===== config.mk =====
export PLATFORM = sky130hd
export DESIGN_NAME = pio_top
export DESIGN_NICKNAME = d
export VERILOG_FILES = /design/src/logic/pio_pkg.sv /design/src/logic/pio_port_if.sv /design/src/logic/pio_pin_stage.sv /design/src/logic/pio_top.sv /design/src/logic/pio_wake.sv
export SDC_FILE = /design/constraint.sdc
export NUM_CORES = 1
export LEC_CHECK = 0
export ABC_AREA = 1
export BUFFER_PORTS_ARGS = -buffer_cell sky130_fd_sc_hd__buf_2
export CORE_MARGIN = 2
export CORE_UTILIZATION = 54
export DETAILED_ROUTE_END_ITERATION = 6
export GPL_TIMING_DRIVEN = 0
export PLACE_DENSITY = 0.87
export SYNTH_ARGS = -nofsm -noshare
export SYNTH_HDL_FRONTEND = slang
export SYNTH_HIERARCHICAL = 1
export SYNTH_SLANG_ARGS = --single-unit

===== constraint.sdc =====
create_clock -name clk -period 5.7 [get_ports clk]
set_input_delay 0 -clock clk [delete_from_list [all_inputs] [get_ports clk]]
set_output_delay 0 -clock clk [all_outputs]
set_load 0.05 [all_outputs]

===== src/logic/pio_pkg.sv =====
// Constants, register map and decode helpers for the port I/O block
// Operation
// RULE1 - Port read samples live pin levels, unlatched, at the read edge.
// RULE2 - Written port data stays in an output latch until rewritten.
// RULE3 - Every port A and B pin works as input and output at fixed addresses.
// RULE4 - Port A has one pull-high select bit per pin, 1 enables.
// RULE5 - Pull-high acts only while the pin is an input.
// RULE6 - Port B pull-high bits 5..0 used; bits 7..6 read zero.
// RULE7 - While halted, a falling edge on a wake-enabled port A pin wakes.
// RULE8 - Per-pin wake enable register; disabled pins never wake.
// RULE9 - Direction bit 1 makes an input, 0 a push-pull output.
// RULE10 - Reading an output pin returns the output latch, not the pin.
// RULE11 - Data writes update the latch even while the pin is an input.
package pio_pkg;

   localparam int PA_W = 8;
   localparam int PB_W = 6;
   localparam int ADDR_W = 8;

   // Data-memory addresses of the port registers
   localparam logic [7:0] ADDR_PA_DATA = 8'h10;
   localparam logic [7:0] ADDR_PA_DIR  = 8'h11;
   localparam logic [7:0] ADDR_PA_PU   = 8'h12;
   localparam logic [7:0] ADDR_PA_WU   = 8'h13;
   localparam logic [7:0] ADDR_PB_DATA = 8'h14;
   localparam logic [7:0] ADDR_PB_DIR  = 8'h15;
   localparam logic [7:0] ADDR_PB_PU   = 8'h16;
   localparam logic [7:0] ADDR_SHARE_A = 8'h17;
   localparam logic [7:0] ADDR_SHARE_B = 8'h18;
   localparam logic [7:0] ADDR_REMAP   = 8'h19;

   // Power-on values
   localparam logic [7:0] RST_PA_DATA = 8'hff;
   localparam logic [7:0] RST_PA_DIR  = 8'hff;
   localparam logic [7:0] RST_PA_PU   = 8'h00;
   localparam logic [7:0] RST_PA_WU   = 8'h00;
   localparam logic [5:0] RST_PB_DATA = 6'h3f;
   localparam logic [5:0] RST_PB_DIR  = 6'h3f;
   localparam logic [5:0] RST_PB_PU   = 6'h00;
   localparam logic [7:0] RST_SEL     = 8'h00;

   // Implemented bits of the selector registers
   localparam logic [7:0] MASK_SHARE_A = 8'he0;
   localparam logic [7:0] MASK_SHARE_B = 8'h3e;
   localparam logic [7:0] MASK_REMAP   = 8'hfb;

   function automatic logic addr_hit(input logic [7:0] addr,
                                     input logic [7:0] offset,
                                     input logic       strobe);
      return strobe && (addr == offset);
   endfunction

endpackage


===== src/logic/pio_port_if.sv =====
// Carrier between the register core and a port's pin stage
`timescale 1ns/1ps
interface pio_port_if #(parameter int W = 8);
   logic [W-1:0] out_latch;
   logic [W-1:0] dir;
   logic [W-1:0] pull_sel;
   logic [W-1:0] pin_in;
   logic [W-1:0] read_val;
   logic [W-1:0] pin_out;
   logic [W-1:0] pin_oe;
   logic [W-1:0] pin_pull;

   modport core  (output out_latch, dir, pull_sel, pin_in,
                  input  read_val, pin_out, pin_oe, pin_pull);
   modport stage (input  out_latch, dir, pull_sel, pin_in,
                  output read_val, pin_out, pin_oe, pin_pull);
endinterface


===== src/logic/pio_pin_stage.sv =====
// Per-pin output driver, pull-high gating and read selection
`timescale 1ns/1ps
module pio_pin_stage #(parameter int W = 8) (
   input  wire logic clk,
   input  wire logic rst,
   pio_port_if.stage port
);
   import pio_pkg::*;

   genvar i;
   generate
      for (i = 0; i < W; i++) begin : g_pin
         // Output pin reads its latch, input pin reads the live level
         assign port.read_val[i] = port.dir[i] ? port.pin_in[i]
                                               : port.out_latch[i]; // RULE10
         always_ff @(posedge clk or posedge rst) begin
            if (rst) begin
               port.pin_oe[i]   <= 1'b0;
               port.pin_out[i]  <= 1'b1;
               port.pin_pull[i] <= 1'b0;
            end else begin
               port.pin_oe[i]   <= ~port.dir[i]; // RULE9
               port.pin_out[i]  <= port.out_latch[i]; // RULE2
               port.pin_pull[i] <= port.pull_sel[i] & port.dir[i]; // RULE5
            end
         end
      end
   endgenerate

   pull_input_only_a: assert property (@(posedge clk) disable iff (rst)
      (port.pin_pull & port.pin_oe) == '0) // RULE5
      else $error("pull-high active on an output pin");

   drive_follows_dir_a: assert property (@(posedge clk) disable iff (rst)
      port.pin_oe == ~$past(port.dir)) // RULE9
      else $error("output enable does not follow direction");

endmodule // pio_pin_stage


===== src/logic/pio_top.sv =====
// Port A and port B I/O block with pull-high and wake-up
`timescale 1ns/1ps
module pio_top (
   input  wire logic                        clk,
   input  wire logic                        rst,
   input  wire logic [pio_pkg::ADDR_W-1:0]  mem_addr,
   input  wire logic                        mem_wr,
   input  wire logic [7:0]                  mem_wdata,
   input  wire logic                        mem_rd,
   output logic      [7:0]                  mem_rdata,
   input  wire logic                        halted,
   output logic                             wake,
   input  wire logic [pio_pkg::PA_W-1:0]    pa_in,
   output logic      [pio_pkg::PA_W-1:0]    pa_out,
   output logic      [pio_pkg::PA_W-1:0]    pa_oe,
   output logic      [pio_pkg::PA_W-1:0]    pa_pull,
   input  wire logic [pio_pkg::PB_W-1:0]    pb_in,
   output logic      [pio_pkg::PB_W-1:0]    pb_out,
   output logic      [pio_pkg::PB_W-1:0]    pb_oe,
   output logic      [pio_pkg::PB_W-1:0]    pb_pull
);
   import pio_pkg::*;

   // Register storage
   logic [PA_W-1:0] port_a_data;
   logic [PA_W-1:0] port_a_direction;
   logic [PA_W-1:0] port_a_pullup_select;
   logic [PA_W-1:0] port_a_wakeup_enable;
   logic [PB_W-1:0] port_b_data;
   logic [PB_W-1:0] port_b_direction;
   logic [PB_W-1:0] port_b_pullup_select;
   logic [7:0]      pin_share_select_a;
   logic [7:0]      pin_share_select_b;
   logic [7:0]      input_remap_select;

   // Write decode
   wire wr_pa_data = addr_hit(mem_addr, ADDR_PA_DATA, mem_wr);
   wire wr_pa_dir  = addr_hit(mem_addr, ADDR_PA_DIR,  mem_wr);
   wire wr_pa_pu   = addr_hit(mem_addr, ADDR_PA_PU,   mem_wr);
   wire wr_pa_wu   = addr_hit(mem_addr, ADDR_PA_WU,   mem_wr);
   wire wr_pb_data = addr_hit(mem_addr, ADDR_PB_DATA, mem_wr);
   wire wr_pb_dir  = addr_hit(mem_addr, ADDR_PB_DIR,  mem_wr);
   wire wr_pb_pu   = addr_hit(mem_addr, ADDR_PB_PU,   mem_wr);
   wire wr_shr_a   = addr_hit(mem_addr, ADDR_SHARE_A, mem_wr);
   wire wr_shr_b   = addr_hit(mem_addr, ADDR_SHARE_B, mem_wr);
   wire wr_remap   = addr_hit(mem_addr, ADDR_REMAP,   mem_wr);

   // Latch takes new data whatever the direction
   wire [PA_W-1:0] next_port_a_data =
      wr_pa_data ? mem_wdata : port_a_data; // RULE11
   wire [PA_W-1:0] next_port_a_direction =
      wr_pa_dir ? mem_wdata : port_a_direction; // RULE3
   wire [PA_W-1:0] next_port_a_pullup_select =
      wr_pa_pu ? mem_wdata : port_a_pullup_select; // RULE4
   wire [PA_W-1:0] next_port_a_wakeup_enable =
      wr_pa_wu ? mem_wdata : port_a_wakeup_enable; // RULE8
   wire [PB_W-1:0] next_port_b_data =
      wr_pb_data ? mem_wdata[PB_W-1:0] : port_b_data; // RULE11
   wire [PB_W-1:0] next_port_b_direction =
      wr_pb_dir ? mem_wdata[PB_W-1:0] : port_b_direction; // RULE3
   // Bits 7 and 6 have no storage at all
   wire [PB_W-1:0] next_port_b_pullup_select =
      wr_pb_pu ? mem_wdata[PB_W-1:0] : port_b_pullup_select; // RULE6
   wire [7:0] next_pin_share_select_a =
      wr_shr_a ? (mem_wdata & MASK_SHARE_A) : pin_share_select_a;
   wire [7:0] next_pin_share_select_b =
      wr_shr_b ? (mem_wdata & MASK_SHARE_B) : pin_share_select_b;
   wire [7:0] next_input_remap_select =
      wr_remap ? (mem_wdata & MASK_REMAP) : input_remap_select;

   always_ff @(posedge clk or posedge rst) begin
      if (rst) begin
         port_a_data          <= RST_PA_DATA;
         port_a_direction     <= RST_PA_DIR;
         port_a_pullup_select <= RST_PA_PU;
         port_a_wakeup_enable <= RST_PA_WU;
         port_b_data          <= RST_PB_DATA;
         port_b_direction     <= RST_PB_DIR;
         port_b_pullup_select <= RST_PB_PU;
      end else begin
         port_a_data          <= next_port_a_data; // RULE2
         port_a_direction     <= next_port_a_direction;
         port_a_pullup_select <= next_port_a_pullup_select;
         port_a_wakeup_enable <= next_port_a_wakeup_enable;
         port_b_data          <= next_port_b_data; // RULE2
         port_b_direction     <= next_port_b_direction;
         port_b_pullup_select <= next_port_b_pullup_select;
      end
   end

   always_ff @(posedge clk or posedge rst) begin
      if (rst) begin
         pin_share_select_a <= RST_SEL;
         pin_share_select_b <= RST_SEL;
         input_remap_select <= RST_SEL;
      end else begin
         pin_share_select_a <= next_pin_share_select_a;
         pin_share_select_b <= next_pin_share_select_b;
         input_remap_select <= next_input_remap_select;
      end
   end

   // Pin stages
   pio_port_if #(.W(PA_W)) pa_if ();
   pio_port_if #(.W(PB_W)) pb_if ();

   assign pa_if.out_latch = port_a_data;
   assign pa_if.dir       = port_a_direction;
   assign pa_if.pull_sel  = port_a_pullup_select;
   assign pa_if.pin_in    = pa_in;
   assign pb_if.out_latch = port_b_data;
   assign pb_if.dir       = port_b_direction;
   assign pb_if.pull_sel  = port_b_pullup_select;
   assign pb_if.pin_in    = pb_in;

   pio_pin_stage #(.W(PA_W)) u_pa_stage (
      .clk  (clk),
      .rst  (rst),
      .port (pa_if.stage)
   );

   pio_pin_stage #(.W(PB_W)) u_pb_stage (
      .clk  (clk),
      .rst  (rst),
      .port (pb_if.stage)
   );

   assign pa_out  = pa_if.pin_out;
   assign pa_oe   = pa_if.pin_oe;
   assign pa_pull = pa_if.pin_pull;
   assign pb_out  = pb_if.pin_out;
   assign pb_oe   = pb_if.pin_oe;
   assign pb_pull = pb_if.pin_pull;

   pio_wake u_wake (
      .clk     (clk),
      .rst     (rst),
      .halted  (halted),
      .pin_in  (pa_in),
      .wake_en (port_a_wakeup_enable),
      .wake    (wake)
   );

   // Read selection; pins sampled at the read edge, no input latch
   logic [7:0] rd_mux;
   always_comb begin
      rd_mux = 8'h00;
      case (mem_addr)
         ADDR_PA_DATA: rd_mux = pa_if.read_val; // RULE1
         ADDR_PA_DIR:  rd_mux = port_a_direction;
         ADDR_PA_PU:   rd_mux = port_a_pullup_select;
         ADDR_PA_WU:   rd_mux = port_a_wakeup_enable;
         ADDR_PB_DATA: rd_mux = {2'b00, pb_if.read_val}; // RULE1
         ADDR_PB_DIR:  rd_mux = {2'b00, port_b_direction};
         ADDR_PB_PU:   rd_mux = {2'b00, port_b_pullup_select}; // RULE6
         ADDR_SHARE_A: rd_mux = pin_share_select_a;
         ADDR_SHARE_B: rd_mux = pin_share_select_b;
         ADDR_REMAP:   rd_mux = input_remap_select;
         default:      rd_mux = 8'h00;
      endcase
   end

   // Read data holds until the next read
   always_ff @(posedge clk or posedge rst) begin
      if (rst) begin
         mem_rdata <= 8'h00;
      end else if (mem_rd) begin
         mem_rdata <= rd_mux;
      end
   end

   live_pin_read_a: assert property (@(posedge clk) disable iff (rst)
      (mem_rd && mem_addr == ADDR_PA_DATA)
      |=> mem_rdata == ($past(port_a_direction & pa_in)
                       | $past(~port_a_direction & port_a_data))) // RULE1
      else $error("port A read does not match pins and latch");

   latch_holds_a: assert property (@(posedge clk) disable iff (rst)
      !(mem_wr && mem_addr == ADDR_PA_DATA)
      |=> ##1 pa_out == $past(pa_out)) // RULE2
      else $error("port A output changed without a write");

   write_input_pin_a: assert property (@(posedge clk) disable iff (rst)
      (mem_wr && mem_addr == ADDR_PB_DATA)
      |-> ##2 pb_out == $past(mem_wdata[PB_W-1:0], 2)) // RULE11
      else $error("port B write did not reach the output latch");

   pb_pull_bits_a: assert property (@(posedge clk) disable iff (rst)
      (mem_rd && mem_addr == ADDR_PB_PU) |=> mem_rdata[7:6] == 2'b00) // RULE6
      else $error("port B pull-high upper bits not zero");

   pa_pull_sel_a: assert property (@(posedge clk) disable iff (rst)
      (mem_wr && mem_addr == ADDR_PA_PU)
      |-> ##2 pa_pull ==
         ($past(mem_wdata, 2) & $past(port_a_direction))) // RULE4
      else $error("port A pull-high not taken from select bits");

   dir_output_read_a: assert property (@(posedge clk) disable iff (rst)
      (mem_rd && mem_addr == ADDR_PB_DATA && port_b_direction == '0)
      |=> mem_rdata == {2'b00, $past(port_b_data)}) // RULE10
      else $error("output pin read did not return the latch");

   dir_reg_map_a: assert property (@(posedge clk) disable iff (rst)
      (mem_wr && mem_addr == ADDR_PA_DIR)
      |-> ##2 pa_oe == ~$past(mem_wdata, 2)) // RULE3
      else $error("direction write at fixed address not applied");

endmodule // pio_top


===== src/logic/pio_wake.sv =====
// Falling-edge wake-up detector on port A
`timescale 1ns/1ps
module pio_wake (
   input  wire logic                      clk,
   input  wire logic                      rst,
   input  wire logic                      halted,
   input  wire logic [pio_pkg::PA_W-1:0]  pin_in,
   input  wire logic [pio_pkg::PA_W-1:0]  wake_en,
   output logic                           wake
);
   import pio_pkg::*;

   logic [PA_W-1:0] prev_level;
   wire  [PA_W-1:0] fall_hit = prev_level & ~pin_in & wake_en; // RULE8
   wire             next_wake = halted & (|fall_hit); // RULE7

   always_ff @(posedge clk or posedge rst) begin
      if (rst) begin
         // Starts high, so a pin held low at reset reads as a fall on the first clock
         prev_level <= '1;
         wake       <= 1'b0;
      end else begin
         prev_level <= pin_in;
         wake       <= next_wake;
      end
   end

   wake_on_fall_a: assert property (@(posedge clk) disable iff (rst)
      (halted && |(prev_level & ~pin_in & wake_en)) |=> wake) // RULE7
      else $error("enabled falling edge while halted gave no wake");

   masked_no_wake_a: assert property (@(posedge clk) disable iff (rst)
      wake |-> $past(|(prev_level & ~pin_in & wake_en))) // RULE8
      else $error("wake raised without an enabled falling edge");

   run_no_wake_a: assert property (@(posedge clk) disable iff (rst)
      !halted |=> !wake) // RULE7
      else $error("wake raised while not halted");

endmodule // pio_wake


==> flow_summary.yaml <==
synth:
  synth_cell_type_count: 21
  yosysMostFrequentCell: "nand2_1"
  syn_inst: 574
  synth_area_um2: 5230
  synth.top_cells.by_count: "nand2_1, nand3_1, dfrtp_1"
  ys_seq_area_frac: 0.605
  yosysTopAreaCell: "dfrtp_1"
  ys.flop_type: "dfrtp_1"
  synth-edff-count: 0
  synth_area_per_cell_um2: 9.11
  synth_warnings: 6
  synth_top_area_share: 0.354
  ys_ff_latch: 124
  yosys-top-cells-area: "dfrtp_1, dfstp_2, nand2_1"
  synth.net_count: 609
  async_reset_ff_frac: 1.00
grt:
  gr-usage-all-layers: 0.280
  antenna_found_initial: 0
  grt_pass1_wl_mm: 21.9
  grt-ovfl-total: 0
  grt_start_max_net_pins: 74
  grt_pass1_vias: 4478
power_and_ir_drop:
  max-vdd-ir-drop_mv: 0.195
  pwr-share-comb: 0.069
  internal-power_mw: 1.82
  pwr-share-seq: 0.402
  switching_power_uw: 553
  p_clk_frac: 0.529
  p_leak_nw: 3.35
  pwr_density_cell_nw_per_um2: 354
  p_sw_frac: 0.233
place:
  hpwl_mm: 9.02
  place_inst: 786
  place_congestion: 0.919
  io_buffers: 83
layout:
  diodes: 0
  areaGrowthSynthToFinish_pct: 28.4
  post-route-util: 0.720
  drive_above_1_share: 0.321
  nets: 733
  instances_no_fill: 840
clock_tree:
  htree_levels: 4
  post_cts_buffers: 0
  cts_max_path_buffers: 2
  cts_resized: 0
  clk_latency_ps: 540
  cts_hold_buf: 22
  clkSinkCount: 124
  cts_tree: "done"
  clk_pin_slew_ps: 60
  root_buffer: "clkbuf_8"
  cts_buffers: 17
sta:
  tightest_slew_ps: 907
  whs_ps: 62.0
  max_freq_ghz: 0.715
  period_share: 0.245
  final_max_slew_viol_count: 0
  clock_skew_ps: 9.75
  setup_viol: 0
  hold_viol: 0
  min_period_ps: 1400
  max_slew_margin: 0.395
  rsz0062_at_grt: "no"
  setup_tns_ps: 0
setup_path:
  crit_arrival_ps: 1820
  critPathRequiredTime_ps: 6120
  worstPathMaxFanout: 5
  crit_path_start_kind: "flip-flop"
  crit_type: "reg2reg"
  critPathCaptureType: "flip-flop"
routing:
  vias_per_cell: 5.46
  ant_nets: 0
  drt-initial-drc-count: 456
  route.detailed.drc: 0
  first_pass_iters: 6
  routedWlPerCell_um: 16.7
  drt-total-wl_mm: 14.0
  route.vias.total: 4590
run:
  max-cap-violations: 0
worst_hold_path:
  hp-class: "in2reg"
status:
  status: "finished, final reports clean"
floorplan:
  coreArea_um2: 9330
  num_rows: 35
  die_w_um: 102
  initial_utilization: 0.561
  die_h_um: 102
  die-area_um2: 10500
  ioPinCount: 86
## cells by family (layout without fill, tap and decap cells)
kind of cell | Yosys count | after routing | synth area share
flip-flops | 124 | 124 | 0.605
AND/OR/NAND/NOR | 299 | 299 | 0.259
AO/OA/AOI/OAI | 68 | 68 | 0.0694
buffers and inverters | 83 | 220 | 0.0663
## metrics by stage
stage	cell area, um2	power [mW]	worst slack [ps]
2_1_floorplan	5230	1.07	3890
3_5_place_dp	5810	1.12	4220
4_1_cts	6720	2.38	4330
3_3_place_gp	5810	1.11	3020
5_1_grt	6720	2.44	4170
6_report	6720	2.38	4300
## cell type report
type                       instances  area (um2)
sequential                       124        3170
fill                             665        2610
multi-input combinational        367        1720
timing repair buffer             105         636
clock buffer                      19         422
clock inverter                    13         263
inverter                          66         250
tap                              129         161
buffer                            17        98.8
## cells in the final DEF, fill, tap and decap left out, drive strengths merged, types with 7 or more instances in the layout
cell,netlist,routed
nor2,26,26
dfrtp,74,74
bufinv,0,7
dfstp,50,50
nand2,183,183
inv,66,67
clkbuf,5,24
nand3,87,87
buf,12,95
o21ai,67,67
dlygate4sd3,0,22
## metal layers
metal | wire length [um] | global-route usage
met1 | 5420 | 0.345
met2 | 6970 | 0.465
met3 | 1140 | 0.0746
met4 | 487 | 0.128
met5 | 0 | 0
## worst max-delay path, stage by stage (launching register included)
cell and delay [ps]:
dfstp_2 580, inv_2 60, nand2_2 50, nand2_1 70
nand3_1 100, nand2_1 70, nor2_1 80, nand3_1 130
nand2_1 90, nand2_1 60
## state kept, by name, summed over array words and instances (netlist names), 7 cells and up
register	flops
mem_rdata	8
pa_if.dir	8
pa_if.out_latch	8
pa_if.pull_sel	8
port_a_wakeup_enable	8
u_pa_stage/port.pin_oe	8
u_pa_stage/port.pin_out	8
u_pa_stage/port.pin_pull	8
u_wake/prev_level	8
input_remap_select	7
## power by group through the flow
stage	clock [mW]	sequential [mW]	combinational (mW)
global placement	0	0.967	0.144
floorplan	0	1.00	0.0663
global route	1.30	0.959	0.178
CTS	1.26	0.955	0.163
detailed placement	0	0.969	0.149
finish	1.26	0.956	0.163
## worst paths after layout
path,end,cells after the start,startpoint,slack [ps]
worst max-delay path,mem_rdata[2],9,pb_if.dir[2],4300
worst min-delay path,port_a_wakeup_enable[2],7,mem_addr[5],60
worst max register to register,mem_rdata[2],9,pb_if.dir[2],4300
worst min register to register,u_pa_stage/port.pin_out[5],0,pa_if.out_latch[5],380
max in group asynchronous,u_pa_stage/port.pin_pull[7],3,rst,4870
min in group asynchronous,u_wake/wake,3,rst,70
Power figures use the tool's default switching activity.
